File: src/rtl/pcrd_pkg.sv
/*
 * Constants for the PHY clock and reset distribution block.
 * Assumes a single 50 MHz system clock; all derived clocks are
 * produced by dividers in that clock domain.
 */
package pcrd_pkg;
   localparam int unsigned CLK_PERIOD_NS = 20;
   // PLL lock time after global reset release
   localparam int unsigned PLL_LOCK_TIME_NS = 10000;
   localparam int unsigned PLL_LOCK_CYCLES =
      (PLL_LOCK_TIME_NS + CLK_PERIOD_NS - 1) / CLK_PERIOD_NS;
   // Longest gap between reference clock edges before lock is lost
   localparam int unsigned REF_TIMEOUT_NS = 2000;
   localparam int unsigned REF_TIMEOUT_CYCLES = REF_TIMEOUT_NS / CLK_PERIOD_NS;
   // Half-rate clock cycles for which a soft reset holds the PHY
   localparam logic [3:0] SOFT_HOLD_HALF_CYCLES = 4'h2;
   // System clock cycles per half period of the scan clock
   localparam logic [3:0] SCAN_HALF_PERIOD = 4'h8;
   localparam int unsigned LOCK_CNT_W = 10;
   localparam int unsigned REF_CNT_W = 7;
   localparam int unsigned AC_WIDTH = 22;
   localparam int unsigned CLK_PAIRS = 1;
endpackage

File: src/rtl/pcrd_rst_sync.sv
/*
 * Reset synchroniser: asserts at once, releases on enable pulses.
 * Assumes arst_n is the global asynchronous reset and en marks the
 * rising edge of the target divided clock.
 */
`timescale 1ns/1ps
module pcrd_rst_sync (
   input wire logic clk_sys,
   input wire logic arst_n,
   input wire logic hold,
   input wire logic en,
   output logic rst_out_n
);
   logic stage_ff;
   logic out_ff;
   logic nxt_stage;
   logic nxt_out;

   always_comb begin
      nxt_stage = stage_ff;
      nxt_out = out_ff;
      if (hold) begin
         nxt_stage = 1'b0;
         nxt_out = 1'b0;
      end else if (en) begin
         nxt_stage = 1'b1;
         nxt_out = stage_ff;
      end
   end

   always_ff @(posedge clk_sys or negedge arst_n) begin
      if (!arst_n) begin
         stage_ff <= 1'b0;
         out_ff <= 1'b0;
      end else begin
         stage_ff <= nxt_stage;
         out_ff <= nxt_out;
      end
   end

   assign rst_out_n = out_ff;
endmodule

File: src/rtl/pcrd_top.sv
/*
 * PHY clock and reset distribution: PLL lock model, derived clocks,
 * controller, memory and scan resets, memory clock pins, parity.
 * Assumes every input is synchronous to clk_sys; rst_n is the global reset.
 */
// Summary of operation
// - Active-low global reset clears the PLL model and all PHY logic.
// - Global reset is a level; system stays reset while it is low.
// - Soft reset edge resets the PHY only; the PLL keeps running.
// - Reset request output follows the PLL lock indication directly.
// - Half-rate clock output drives the controller and system logic.
// - Controller reset releases synchronously to the half-rate controller clock.
// - Half-rate configuration: auxiliary copy of the half-rate clock.
// - Full-rate configuration: auxiliary copy of the double-rate memory clock.
// - Low-frequency scan clock output for reconfiguration logic.
// - Scan reset drops asynchronously when global reset asserts.
// - Scan reset releases synchronously to the scan clock.
// - Memory clock pair driven out; pin input fed back for tracking.
// - Parity output and error flag only active for registered DIMMs.
// - Memory reset formed from global reset, soft reset and lock.
`timescale 1ns/1ps
module pcrd_top (
   input wire logic clk_sys,
   input wire logic rst_n,
   input wire logic pll_ref_clk,
   input wire logic soft_reset_n,
   input wire logic full_rate_mode,
   input wire logic registered_dimm,
   input wire logic [pcrd_pkg::AC_WIDTH-1:0] ac_bits,
   input wire logic mem_err_out_n,
   input wire logic [pcrd_pkg::CLK_PAIRS-1:0] mem_clk_in,
   input wire logic [pcrd_pkg::CLK_PAIRS-1:0] mem_clk_n_in,
   output logic [pcrd_pkg::CLK_PAIRS-1:0] mem_clk_out,
   output logic [pcrd_pkg::CLK_PAIRS-1:0] mem_clk_oe,
   output logic [pcrd_pkg::CLK_PAIRS-1:0] mem_clk_n_out,
   output logic [pcrd_pkg::CLK_PAIRS-1:0] mem_clk_n_oe,
   output logic vt_track_sample,
   output logic reset_request_n,
   output logic phy_half_rate_clock,
   output logic ctl_reset_n,
   output logic aux_half_rate_clk,
   output logic aux_full_rate_clk,
   output logic aux_scan_clk,
   output logic aux_scan_clk_reset_n,
   output logic mem_reset_n,
   output logic addr_cmd_parity_out,
   output logic parity_error_n
);
   localparam int unsigned LW = pcrd_pkg::LOCK_CNT_W;
   localparam int unsigned RW = pcrd_pkg::REF_CNT_W;

   // PLL model state
   logic ref_prev_ff, nxt_ref_prev;
   logic locked_ff, nxt_locked;
   logic [LW-1:0] lock_cnt_ff, nxt_lock_cnt;
   logic [RW-1:0] ref_cnt_ff, nxt_ref_cnt;
   logic ref_edge;

   assign ref_edge = pll_ref_clk & ~ref_prev_ff;

   always_comb begin
      nxt_ref_prev = pll_ref_clk;
      nxt_lock_cnt = lock_cnt_ff;
      nxt_ref_cnt = ref_edge ? '0 : ref_cnt_ff + RW'(1);
      nxt_locked = locked_ff;
      if (ref_cnt_ff == RW'(pcrd_pkg::REF_TIMEOUT_CYCLES)) begin
         // Reference stalled: lock is lost and relock starts over
         // A returning edge must leave this state, or relock never begins
         nxt_ref_cnt = ref_edge ? '0 : ref_cnt_ff;
         nxt_lock_cnt = '0;
         nxt_locked = 1'b0;
      end else if (lock_cnt_ff == LW'(pcrd_pkg::PLL_LOCK_CYCLES)) begin
         nxt_locked = 1'b1;
      end else begin
         nxt_lock_cnt = lock_cnt_ff + LW'(1);
      end
   end

   // PLL cleared only by global reset, never by soft reset
   always_ff @(posedge clk_sys or negedge rst_n) begin
      if (!rst_n) begin
         ref_prev_ff <= 1'b0;
         locked_ff <= 1'b0;
         lock_cnt_ff <= '0;
         ref_cnt_ff <= '0;
      end else begin
         ref_prev_ff <= nxt_ref_prev;
         locked_ff <= nxt_locked;
         lock_cnt_ff <= nxt_lock_cnt;
         ref_cnt_ff <= nxt_ref_cnt;
      end
   end

   // Derived clocks; they stop while the PLL is unlocked
   logic [1:0] div_ff, nxt_div;
   logic [3:0] scan_cnt_ff, nxt_scan_cnt;
   logic scan_ff, nxt_scan;
   logic half_rise_en, scan_rise_en;

   assign half_rise_en = locked_ff & (div_ff == 2'h1);
   assign scan_rise_en = locked_ff & ~scan_ff & (scan_cnt_ff == pcrd_pkg::SCAN_HALF_PERIOD - 4'h1);

   always_comb begin
      nxt_div = div_ff;
      nxt_scan_cnt = scan_cnt_ff;
      nxt_scan = scan_ff;
      if (locked_ff) begin
         nxt_div = div_ff + 2'h1;
         nxt_scan_cnt = scan_cnt_ff + 4'h1;
         if (scan_cnt_ff == pcrd_pkg::SCAN_HALF_PERIOD - 4'h1) begin
            nxt_scan_cnt = 4'h0;
            nxt_scan = ~scan_ff;
         end
      end
   end

   // Soft reset edge detect and PHY reset hold
   logic soft_prev_ff, nxt_soft_prev;
   logic [3:0] hold_cnt_ff, nxt_hold_cnt;
   logic soft_fall, phy_hold;

   assign soft_fall = soft_prev_ff & ~soft_reset_n;
   assign phy_hold = (hold_cnt_ff != 4'h0) | ~locked_ff;

   always_comb begin
      nxt_soft_prev = soft_reset_n;
      nxt_hold_cnt = hold_cnt_ff;
      if (soft_fall) begin
         nxt_hold_cnt = pcrd_pkg::SOFT_HOLD_HALF_CYCLES;
      end else if (half_rise_en && hold_cnt_ff != 4'h0) begin
         nxt_hold_cnt = hold_cnt_ff - 4'h1; // Counts half-rate rising edges; the first counted cycle can be partial
      end
   end

   // Parity and pin state
   logic parity_ff, nxt_parity;
   logic perr_n_ff, nxt_perr_n;
   logic vt_ff, nxt_vt;
   logic memrst_ff, nxt_memrst;
   logic fr_ff, nxt_fr, hr_ff, nxt_hr, aux_h_ff, nxt_aux_h, aux_f_ff, nxt_aux_f;
   logic frn_ff, nxt_frn;

   always_comb begin
      nxt_fr = locked_ff & ~div_ff[0];
      nxt_frn = ~nxt_fr;
      nxt_hr = locked_ff & ~div_ff[1];
      nxt_aux_h = ~full_rate_mode & nxt_hr;
      nxt_aux_f = full_rate_mode & nxt_fr;
      nxt_parity = registered_dimm & (^ac_bits);
      nxt_perr_n = perr_n_ff;
      if (phy_hold) begin
         nxt_perr_n = 1'b1; // Error flag stands until the PHY is reset
      end else if (registered_dimm && !mem_err_out_n) begin
         nxt_perr_n = 1'b0;
      end
      // Both legs of the pair must agree for a valid sample
      nxt_vt = (half_rise_en & ~phy_hold) ? (mem_clk_in[0] & ~mem_clk_n_in[0]) : vt_ff;
      nxt_memrst = ~phy_hold;
   end

   always_ff @(posedge clk_sys or negedge rst_n) begin
      if (!rst_n) begin
         div_ff <= 2'h0;
         scan_cnt_ff <= 4'h0;
         scan_ff <= 1'b0;
         soft_prev_ff <= 1'b1;
         hold_cnt_ff <= 4'h0;
         parity_ff <= 1'b0;
         perr_n_ff <= 1'b1;
         vt_ff <= 1'b0;
         memrst_ff <= 1'b0;
         fr_ff <= 1'b0;
         frn_ff <= 1'b1;
         hr_ff <= 1'b0;
         aux_h_ff <= 1'b0;
         aux_f_ff <= 1'b0;
      end else begin
         div_ff <= nxt_div;
         scan_cnt_ff <= nxt_scan_cnt;
         scan_ff <= nxt_scan;
         soft_prev_ff <= nxt_soft_prev;
         hold_cnt_ff <= nxt_hold_cnt;
         parity_ff <= nxt_parity;
         perr_n_ff <= nxt_perr_n;
         vt_ff <= nxt_vt;
         memrst_ff <= nxt_memrst;
         fr_ff <= nxt_fr;
         frn_ff <= nxt_frn;
         hr_ff <= nxt_hr;
         aux_h_ff <= nxt_aux_h;
         aux_f_ff <= nxt_aux_f;
      end
   end

   // Controller reset released on half-rate edges
   pcrd_rst_sync u_ctl_sync (
      .clk_sys(clk_sys),
      .arst_n(rst_n),
      .hold(phy_hold),
      .en(half_rise_en),
      .rst_out_n(ctl_reset_n)
   );

   // Scan reset: async drop on global reset, release on scan edges
   pcrd_rst_sync u_scan_sync (
      .clk_sys(clk_sys),
      .arst_n(rst_n),
      .hold(1'b0),
      .en(scan_rise_en),
      .rst_out_n(aux_scan_clk_reset_n)
   );

   assign reset_request_n = locked_ff;
   assign phy_half_rate_clock = hr_ff;
   assign aux_half_rate_clk = aux_h_ff;
   assign aux_full_rate_clk = aux_f_ff;
   assign aux_scan_clk = scan_ff;
   assign mem_reset_n = memrst_ff;
   assign addr_cmd_parity_out = parity_ff;
   assign parity_error_n = perr_n_ff;
   assign vt_track_sample = vt_ff;
   // Clock pair always driven; mem_clk_out sits low and mem_clk_n_out high while the PLL is unlocked
   assign mem_clk_out = {pcrd_pkg::CLK_PAIRS{fr_ff}};
   assign mem_clk_n_out = {pcrd_pkg::CLK_PAIRS{frn_ff}};
   assign mem_clk_oe = {pcrd_pkg::CLK_PAIRS{1'b1}};
   assign mem_clk_n_oe = {pcrd_pkg::CLK_PAIRS{1'b1}};
endmodule

File: config.mk
export PLATFORM = sky130hd
export DESIGN_NAME = pcrd_top
export DESIGN_NICKNAME = d
export VERILOG_FILES = /design/src/rtl/pcrd_pkg.sv /design/src/rtl/pcrd_rst_sync.sv /design/src/rtl/pcrd_top.sv
export SDC_FILE = /design/constraint.sdc
export NUM_CORES = 1
export LEC_CHECK = 0
export CAP_MARGIN = 20
export CORE_MARGIN = 5
export CORE_UTILIZATION = 49
export CTS_BUF_LIST = sky130_fd_sc_hd__clkbuf_4 sky130_fd_sc_hd__clkbuf_8
export DETAILED_ROUTE_END_ITERATION = 8
export DONT_BUFFER_PORTS = 1
export RECOVER_POWER = 100
export SLEW_MARGIN = 40
export SYNTH_ARGS = -nofsm -noshare
export SYNTH_HDL_FRONTEND = slang
export SYNTH_SLANG_ARGS = --single-unit
File: constraint.sdc
create_clock -name clk_sys -period 2.55 [get_ports clk_sys]
set_clock_uncertainty 0.05 [all_clocks]
set_input_delay 0.255 -clock clk_sys [delete_from_list [all_inputs] [get_ports clk_sys]]
set_output_delay 0.255 -clock clk_sys [all_outputs]
set_load 0.02 [all_outputs]
* Word-level counts from Yosys, hierarchy flattened
Index checks and enable logic that the tools add are counted.
Widths: inputs -> output; s select.
** Word-level totals
- Word-level logic and storage cells :: 82
- Bits of input ports :: 31
- Register bits after elaboration :: 44
** Operators by class
- Reductions and logical operators :: 10
- Add/subtract/negate cells :: 5
- Bitwise logic cells :: 23
- Eq/ne operators :: 6
- Multiplexer cells :: 16
** Operators by type and width (number)
- $reduce_xor 22->1 :: 1
- $mux 7 :: 3
- $mux 10 :: 2
- $and 1x1->1 :: 12
- $mux 4 :: 3
- $add 10x1->10 const B :: 1
- $eq 10x9->1 const B :: 1
- $not 1->1 :: 10
- $mux 1 :: 8
- $reduce_bool 2->1 :: 4
- $add 7x1->7 const B :: 1
- $eq 7x7->1 const B :: 1
- $add 4x1->4 const B :: 1
- $eq 4x3->1 const B :: 1
- $ne 2x2->1 const B :: 2
- $reduce_bool 4->1 :: 1
- $sub 4x1->4 const B :: 1
- $add 2x1->2 const B :: 1
- $eq 2x1->1 const B :: 1
- $logic_and 1x1->1 :: 2
- $reduce_and 2->1 :: 1
- $logic_not 1->1 :: 1
- $or 1x1->1 :: 1

* Longest topological paths before layout
Gate-level depths: netlist of run 1.
- Word-level depth :: 5
- Mapped depth :: 8
- Gate-level depth less buffers :: 7

* Cells and area by module
Synthesis of run 1 repeated with hierarchy kept, for this count alone.
** Second synthesis, totals
- Cells, all modules :: 202
- Area, all modules :: 2122.0 um2
** Modules (own cells, without submodules)
- pcrd_top :: times used 1, area each 1979.4 um2, cells each 190
- pcrd_rst_sync :: times used 2, area each 71.3 um2, cells each 6

* Worst setup path after synthesis of run 1
Ideal clock, no wire load.
- Path kind :: flip-flop to flip-flop
- Start :: register lock_cnt_ff[0]
- End :: register lock_cnt_ff[3]
- Data required time :: 2.368 ns
- Library setup time :: 0.132 ns
- Setup slack :: 0.847 ns
- Arrival :: 1.521 ns
- Period minus slack after synthesis :: 1.703 ns
- Stages on the path, launching flop included :: 9
- Cells stage by stage :: dfrtp_1 -> inv_1 -> ha_1 -> nand2_1 -> or4b_1 -> buf_2 -> nand4_2 -> xor2_1 -> nor2_1
** Between the ends
- Word-level cells in the longest chain between the ends :: 3
- Elaborated cells between the ends (all ways) :: 5
- Those cells by class :: add/sub (1); eq/ne (2); mux (2)
** RTL lines
- from (decl) :: RTL line pcrd_top.sv:55 : logic [LW-1:0] lock_cnt_ff, nxt_lock_cnt;
- from (signal assigned) :: RTL line pcrd_top.sv:89 : lock_cnt_ff <= nxt_lock_cnt;
- $add 10x1->10 :: RTL line pcrd_top.sv:75 : nxt_lock_cnt = lock_cnt_ff + LW'(1);
- $mux 10 :: RTL line pcrd_top.sv:72 : end else if (lock_cnt_ff == LW'(pcrd_pkg::PLL_LOCK_CYCLES)) begin
- $mux 10 :: RTL line pcrd_top.sv:66 : if (ref_cnt_ff == RW'(pcrd_pkg::REF_TIMEOUT_CYCLES)) begin
Several ways; a longest one is shown, not always the timed one. The select of a mux whose other input is x is not followed.
A chain may end at the register's enable or synchronous reset.

* Final worst setup path of run 1
- Start :: register ref_cnt_ff[0]
- End :: register ref_cnt_ff[3]
** Between the ends
- Word-level cells in the longest chain between the ends :: 3
- Elaborated cells between the ends (all ways) :: 5
- Those cells by class :: add/sub (1); eq/ne (2); mux (2)
** RTL lines
- from (decl) :: RTL line pcrd_top.sv:56 : logic [RW-1:0] ref_cnt_ff, nxt_ref_cnt;
- from (signal assigned) :: RTL line pcrd_top.sv:90 : ref_cnt_ff <= nxt_ref_cnt;
- $add 7x1->7 :: RTL line pcrd_top.sv:64 : nxt_ref_cnt = ref_edge ? '0 : ref_cnt_ff + RW'(1);
- $mux 7 :: RTL line pcrd_top.sv:64
- $mux 7 :: RTL line pcrd_top.sv:66
Several ways; a longest one is shown, not always the timed one.

==> results by group, run 1 <==
Run status
  • Status: finished, final reports clean

Global route
  • GRT Overall Usage: 14.0%
  • Largest net degree at the start of global routing: 45
  • Vias in the first global route: 1,404
  • Initial antenna violation count: 0
  • First-pass GRT wire length: 6.06 mm
  • Grt ovf: 0

Clock tree
  • CTS Sinks: 44
  • Clock Latency Late Sink: 0.29 ns
  • Root buffer cell: clkbuf_8
  • H-Tree Depth: 2
  • Postcts setup bufs: 0
  • CTS tree: built
  • TritonCTS buffer count: 5
  • Clock transition at path regs: 0.08 ns
  • Clk buf depth: 2

Routing
  • DR iter-0 viols: 45
  • Vias per inst: 5.21
  • Drt pass-1 iters: 4
  • Final wirelength: 3.53 mm
  • Vias: 1,324
  • Final ANT Viol Nets: 0
  • Routed WL per cell: 13.9 um
  • DRC violations left: 0

Floorplan
  • Vert. Die Dim: 75.6 um
  • I/O pins: 46
  • Core area: 4090 um^2
  • Initial Util: 51.5%
  • Die extent in x: 75.6 um
  • Die Footprint: 5710 um^2
  • Row count: 23

Power and ir drop
  • Worst vdd ir: 0.469 mV
  • Clk network pwr share: 27.8%
  • Combinational power share: 19.2%
  • Net Switching: 0.000470 W
  • Static leakage: 1.05 nW
  • Pwr Density: 727 nW/um^2
  • Internal: 0.00119 W
  • Sw Ratio: 28.3%
  • Part of the power in registers: 53.0%

Worst setup path
  • Worst path required time: 2.67 ns
  • Crit path to: ref_cnt_ff[3]$_DFFE_PN0P_
  • Reg2reg start: ref_cnt_ff[0]$_DFFE_PN0P_
  • CP Class: flip-flop to flip-flop
  • Critical Path End Type: flip-flop
  • Setup crit start: ref_cnt_ff[0]$_DFFE_PN0P_
  • Worst reg2reg endpoint: ref_cnt_ff[3]$_DFFE_PN0P_
  • Critical path data arrival time: 2.08 ns
  • CP Max Fanout: 12
  • Reg2reg setup slack: 0.59 ns
  • Startpoint Class: flip-flop
  • Worst r2r path cells: 8

Final layout
  • Final Cell Area: 2280 um^2
  • Proportion of layout cells with a drive suffix above 1: 8.33%
  • Area growth syn-to-layout: 8.50%
  • # diodes: 0
  • Final nets: 242

STA
  • Max Clock Freq: 0.510 GHz
  • RSZ-0062 raised after global routing: no
  • Max-Slew Margin vs Limit: 30.2%
  • Hold Fails Final Rpt: 0
  • Max-slew violation count: 0
  • Actual transition at the worst max-transition pin: 1.05 ns
  • Period utilization: 76.9%
  • Hold WS: 0.0381 ns
  • Min Tclk post-route: 1.96 ns
  • Final setup fails: 0
  • Setup_tns: 0 ns

Job
  • Max-cap violations: 0

Placed design
  • Post-detail-place hpwl: 2.61 mm
  • DP Area: 2150 um^2
  • GP Congestion: 0.802
  • IO buf count: 0

Logic synthesis
  • Cells after Synth: 195
  • Synth cell types: 39
  • Synthesized area per cell: 10.8 um^2
  • Asr flop ratio synth: 100%
  • Synthesized cell area: 2110 um^2
  • Top_reg_cell synth: dfrtp_1
  • Register area share after synthesis: 52.5%
  • Synthesized flop and latch total: 44
  • Number of flops mapped to enable cells by yosys: 0
  • Synth Warn #: 0

Min path
  • Min-Delay Path Class: primary input to flip-flop
  • Hold depth: 2
-- critical path: stages, from the launching register on --
cell	delay [ns]
dfrtp_1	0.40
inv_1	0.10
ha_1	0.16
nand4b_1	0.10
nor3b_1	0.51
buf_4	0.29
nor3_1	0.07
a21oi_1	0.11
nor2_1	0.05
-- layer usage --
layer  share of wire [%]  track usage, %  vias to the layer above
met3                 5.4            4.62                        4
met5                   0               0                        -
met2                  51            24.6                       21
met1                  42            15.7                      652
met4                 1.1            5.24                        0
li1                    -               -                      647
-- flip-flops by register name, indices dropped and copies added, names as in the netlist --
register               flops
hold_cnt_ff                4
scan_cnt_ff                4
vt_track_sample            1
lock_cnt_ff               10
ref_cnt_ff                 7
aux_scan_clk               1
mem_reset_n                1
u_scan_sync.stage_ff       1
mem_clk_out                1
u_ctl_sync.stage_ff        1
phy_half_rate_clock        1
addr_cmd_parity_out        1
aux_full_rate_clk          1
div_ff                     2
soft_prev_ff               1
ref_prev_ff                1
u_ctl_sync.rst_out_n       1
reset_request_n            1
parity_error_n             1
aux_half_rate_clk          1
u_scan_sync.rst_out_n      1
mem_clk_n_out              1
-- stage by stage --
| stage | power [W] | cells | utilization, % | worst slack (ns) |
|---|---|---|---|---|
| floorplan | 0.00114 | 196 | - | 0.847 |
| global placement | 0.00118 | 241 | 52.5 | 0.809 |
| detailed placement | 0.00120 | 241 | 52.5 | 0.719 |
| CTS | 0.00169 | 254 | 56.4 | 0.712 |
| global route | 0.00177 | 254 | 55.9 | 0.446 |
| finish | 0.00166 | 254 | 55.9 | 0.590 |
-- worst min-delay path by stage --
stage                     from                             to  slack [ns]
4_1_cts        registered_dimm  addr_cmd_parity_out$_DFF_PN0_        0.02
6_report       registered_dimm  addr_cmd_parity_out$_DFF_PN0_        0.04
5_1_grt        registered_dimm  addr_cmd_parity_out$_DFF_PN0_        0.02
2_1_floorplan            rst_n  addr_cmd_parity_out$_DFF_PN0_       -0.09
3_3_place_gp             rst_n       aux_scan_clk$_DFFE_PN0P_       -0.09
3_5_place_dp             rst_n     scan_cnt_ff[0]$_DFFE_PN0P_       -0.09
-- synthesized netlist by cell type (all sizes together), types with 2 or more instances --
| library cell | count | area [um^2] |
|---|---|---|
| a21oi | 5 | 25.0 |
| and2 | 2 | 12.5 |
| buf | 4 | 25.0 |
| clkbuf | 2 | 7.51 |
| dfrtp | 41 | 1030 |
| dfstp | 3 | 78.8 |
| ha | 8 | 100 |
| inv | 11 | 41.3 |
| mux2 | 2 | 22.5 |
| mux2i | 3 | 30.0 |
| nand2 | 10 | 40.0 |
| nand3 | 5 | 25.0 |
| nand4 | 4 | 31.3 |
| nand4b | 2 | 17.5 |
| nor2 | 27 | 101 |
| nor2b | 2 | 12.5 |
| nor3 | 7 | 35.0 |
| o21ai | 4 | 20.0 |
| or2 | 2 | 12.5 |
| or3 | 2 | 12.5 |
| xnor2 | 29 | 254 |
| xor2 | 7 | 61.3 |
-- power groups by stage --
stage          clock, W  combinational (W)  sequential [W]
2_1_floorplan         0           0.000267        0.000873
3_3_place_gp          0           0.000291        0.000887
3_5_place_dp          0           0.000302        0.000894
4_1_cts        0.000479           0.000326        0.000881
5_1_grt        0.000515           0.000356        0.000896
6_report       0.000462           0.000318        0.000881
-- cell usage in the layout (no fill, tap or decap), types with 2 or more instances in the layout --
| cell | n |
|---|---|
| a21oi_1 | 5 |
| and2_0 | 2 |
| clkbuf_4 | 2 |
| clkbuf_8 | 6 |
| conb_1 | 2 |
| dfrtp_1 | 41 |
| dfstp_1 | 2 |
| dlygate4sd3_1 | 4 |
| ha_1 | 8 |
| inv_1 | 11 |
| mux2_2 | 2 |
| mux2i_1 | 3 |
| nand2_1 | 9 |
| nand3_1 | 5 |
| nand4_1 | 3 |
| nand4b_1 | 2 |
| nor2_1 | 27 |
| nor2b_1 | 2 |
| nor3_1 | 7 |
| o21ai_0 | 4 |
| or2_2 | 2 |
| or3_1 | 2 |
| xnor2_1 | 29 |
| xor2_1 | 7 |
-- cells by family (layout without fill, tap and decap cells) --
logic type,Yosys count,after routing,share of synthesized area [%]
adders and majority gates,8,8,4.75
AOI/OAI and AO/OA,14,14,3.92
other,1,2,0.178
muxes,5,5,2.50
DFF,44,44,52.5
buffers and inverters,17,25,3.51
xor gates and xnor gates,37,37,16.0
and+or+nand+nor,69,69,16.6
-- layout make-up --
| class | instances | area (um^2) |
|---|---|---|
| clock buffers | 8 | 97.6 |
| fillers | 343 | 1800 |
| inverters | 11 | 41.3 |
| multi-input cells | 135 | 926 |
| flip-flops and latches | 44 | 1100 |
| well taps | 50 | 62.6 |
| repair buffers | 6 | 52.6 |
-- timing repair --
action / in CTS / in global routing
endpoints found under the setup margin: 0 / 0
gates resized for setup: 0 / 0
hold endpoints to repair: 47 / 0
hold buffers: 5 / 0
Power figures use the tool's default switching activity.
==> inputs of run 2 (changes only) <==
Clock period 2.55 ns to 1.92 ns, I/O delays scaled along.
==> results by group, run 2 (synthesized netlist as in run 1, its figures left out) <==
Final layout
  • FF+latch area: 1100 um^2
  • Final Cell Area: 2350 um^2
  • Most common cell after layout, fill and taps aside: dfrtp_1
  • Largest register FFs: 10
  • Multi-input gate area: 926 um^2
  • Non-Filler Instances: 259
  • Area growth syn-to-layout: 11.6%
  • # diodes: 0
  • Top Registers: lock_cnt_ff (10), ref_cnt_ff (7)
  • Largest Register: lock_cnt_ff
  • Final nets: 247
  • # fillers: 350
  • Proportion of layout cells with a drive suffix above 1: 8.13%
  • Most frequent cells in the layout: dfrtp_1 (41), xnor2_1 (29), nor2_1 (27), inv_1 (11), nand2_1 (9)

STA
  • Final setup fails: 0
  • Max Clock Freq: 0.548 GHz
  • RSZ-0062 raised after global routing: no
  • Min Tclk post-route: 1.82 ns
  • Max-slew violation count: 0
  • Hold WS: 0.0279 ns
  • Max-Slew Margin vs Limit: 30.2%
  • Actual transition at the worst max-transition pin: 1.05 ns
  • Setup_tns: 0 ns
  • Hold Fails Final Rpt: 0
  • Period utilization: 95.0%

Routing
  • Final wirelength: 3.46 mm
  • Routed WL per cell: 13.4 um
  • Drt pass-1 iters: 4
  • DRC violations left: 0
  • DR iter-0 viols: 61
  • Vias: 1,338
  • Final ANT Viol Nets: 0
  • Vias per inst: 5.17

Floorplan
  • Die Footprint: 5710 um^2
  • Initial Util: 51.5%
  • Core area: 4090 um^2
  • Row count: 23
  • I/O pins: 46
  • Vert. Die Dim: 75.6 um
  • Die extent in x: 75.6 um

Min path
  • Min-Delay Startpoint: mem_clk_n_in
  • WHS Endpoint: vt_track_sample$_DFFE_PN0P_
  • Hold depth: 2
  • Min-Delay Path Class: primary input to flip-flop

Worst setup path
  • Worst path required time: 2.05 ns
  • Worst reg2reg endpoint: lock_cnt_ff[3]$_DFFE_PN0P_
  • Critical path data arrival time: 1.95 ns
  • Reg2reg start: lock_cnt_ff[1]$_DFFE_PN0P_
  • CP Cell Sequence: inv_1, ha_1, nand2_1, or4b_1, nand4_2, xor2_1, nor2_1
  • Slowest cell on crit path: or4b_1
  • Worst r2r path cells: 7
  • Critical Path End Type: flip-flop
  • CP Max Fanout: 6
  • Reg2reg setup slack: 0.1 ns
  • CP peak stage delay: 0.60 ns
  • CP Class: flip-flop to flip-flop
  • Startpoint Class: flip-flop

Global route
  • First-pass GRT wire length: 6.09 mm
  • GRT Overall Usage: 14.2%
  • Largest net degree at the start of global routing: 45
  • Vias in the first global route: 1,432
  • Grt ovf: 0
  • Initial antenna violation count: 0

Clock tree
  • Clock transition at path regs: 0.08 ns
  • CTS Sinks: 44
  • Postcts setup bufs: 0
  • Clock Latency Late Sink: 0.29 ns
  • CTS tree: built
  • H-Tree Depth: 2
  • Post-CTS Resized: 0
  • TritonCTS buffer count: 5
  • Root buffer cell: clkbuf_8
  • Hold Buf Count CTS: 8
  • Clk buf depth: 2

Job
  • Max-cap violations: 0

Power and ir drop
  • Pwr Density: 999 nW/um^2
  • Worst vdd ir: 0.399 mV
  • Static leakage: 1.08 nW

Placed design
  • DP Area: 2160 um^2
  • IO buf count: 0
  • Placed Cells incl. Taps: 243
  • GP Congestion: 0.784
  • Post-detail-place hpwl: 2.60 mm

Run status
  • Status: finished, final reports clean
run 2: final cells by class:
| type | count | share of cell area, % |
|---|---|---|
| inverter | 11 | 1.76 |
| tap | 50 | 2.66 |
| timing repair buffer | 11 | 3.83 |
| sequential | 44 | 47.0 |
| clock inverter | 1 | 1.28 |
| multi-input combinational | 135 | 39.4 |
| clock buffer | 7 | 4.10 |
run 2: report_power, final:
part | switching [W] | internal (W)
Sequential | 0.000124 | 0.00104
Clock | 0.000293 | 0.000459
Combinational | 0.000209 | 0.000224
Total | 0.000626 | 0.00172
run 2: layer usage:
layer,share of wire [%],global-route usage [%],vias to the layer above
met1,41,15.5,649
li1,-,-,657
met4,1.2,5.44,0
met2,52,25.4,25
met5,0,0,-
met3,5.0,4.49,7
run 2: stage by stage:
stage,util (%),total power [W],worst slack (ns)
3_5_place_dp,52.9,0.00159,0.101
4_1_cts,58.2,0.00239,0.0882
5_1_grt,57.5,0.00250,0.000953
6_report,57.5,0.00235,0.0956
3_3_place_gp,52.9,0.00156,0.182
2_1_floorplan,-,0.00151,0.217
run 2: worst max path at each step:
stage / to / from / cells past startpoint
final: lock_cnt_ff[3]$_DFFE_PN0P_ / lock_cnt_ff[1]$_DFFE_PN0P_ / 7
after global routing: lock_cnt_ff[3]$_DFFE_PN0P_ / lock_cnt_ff[1]$_DFFE_PN0P_ / 7
after CTS: lock_cnt_ff[3]$_DFFE_PN0P_ / lock_cnt_ff[1]$_DFFE_PN0P_ / 7
after detailed placement: lock_cnt_ff[3]$_DFFE_PN0P_ / lock_cnt_ff[1]$_DFFE_PN0P_ / 7
after global placement: lock_cnt_ff[3]$_DFFE_PN0P_ / lock_cnt_ff[1]$_DFFE_PN0P_ / 7
after floorplan: lock_cnt_ff[3]$_DFFE_PN0P_ / lock_cnt_ff[0]$_DFFE_PN0P_ / 8
run 2: critical path, delay by kind of cell, from the launching register on:
family	cells	cell delay (ns)
xor gates and xnor gates	1	0.16
DFF	1	0.42
adders and majority gates	1	0.14
buffers and inverters	1	0.09
and+or+nand+nor	4	0.85
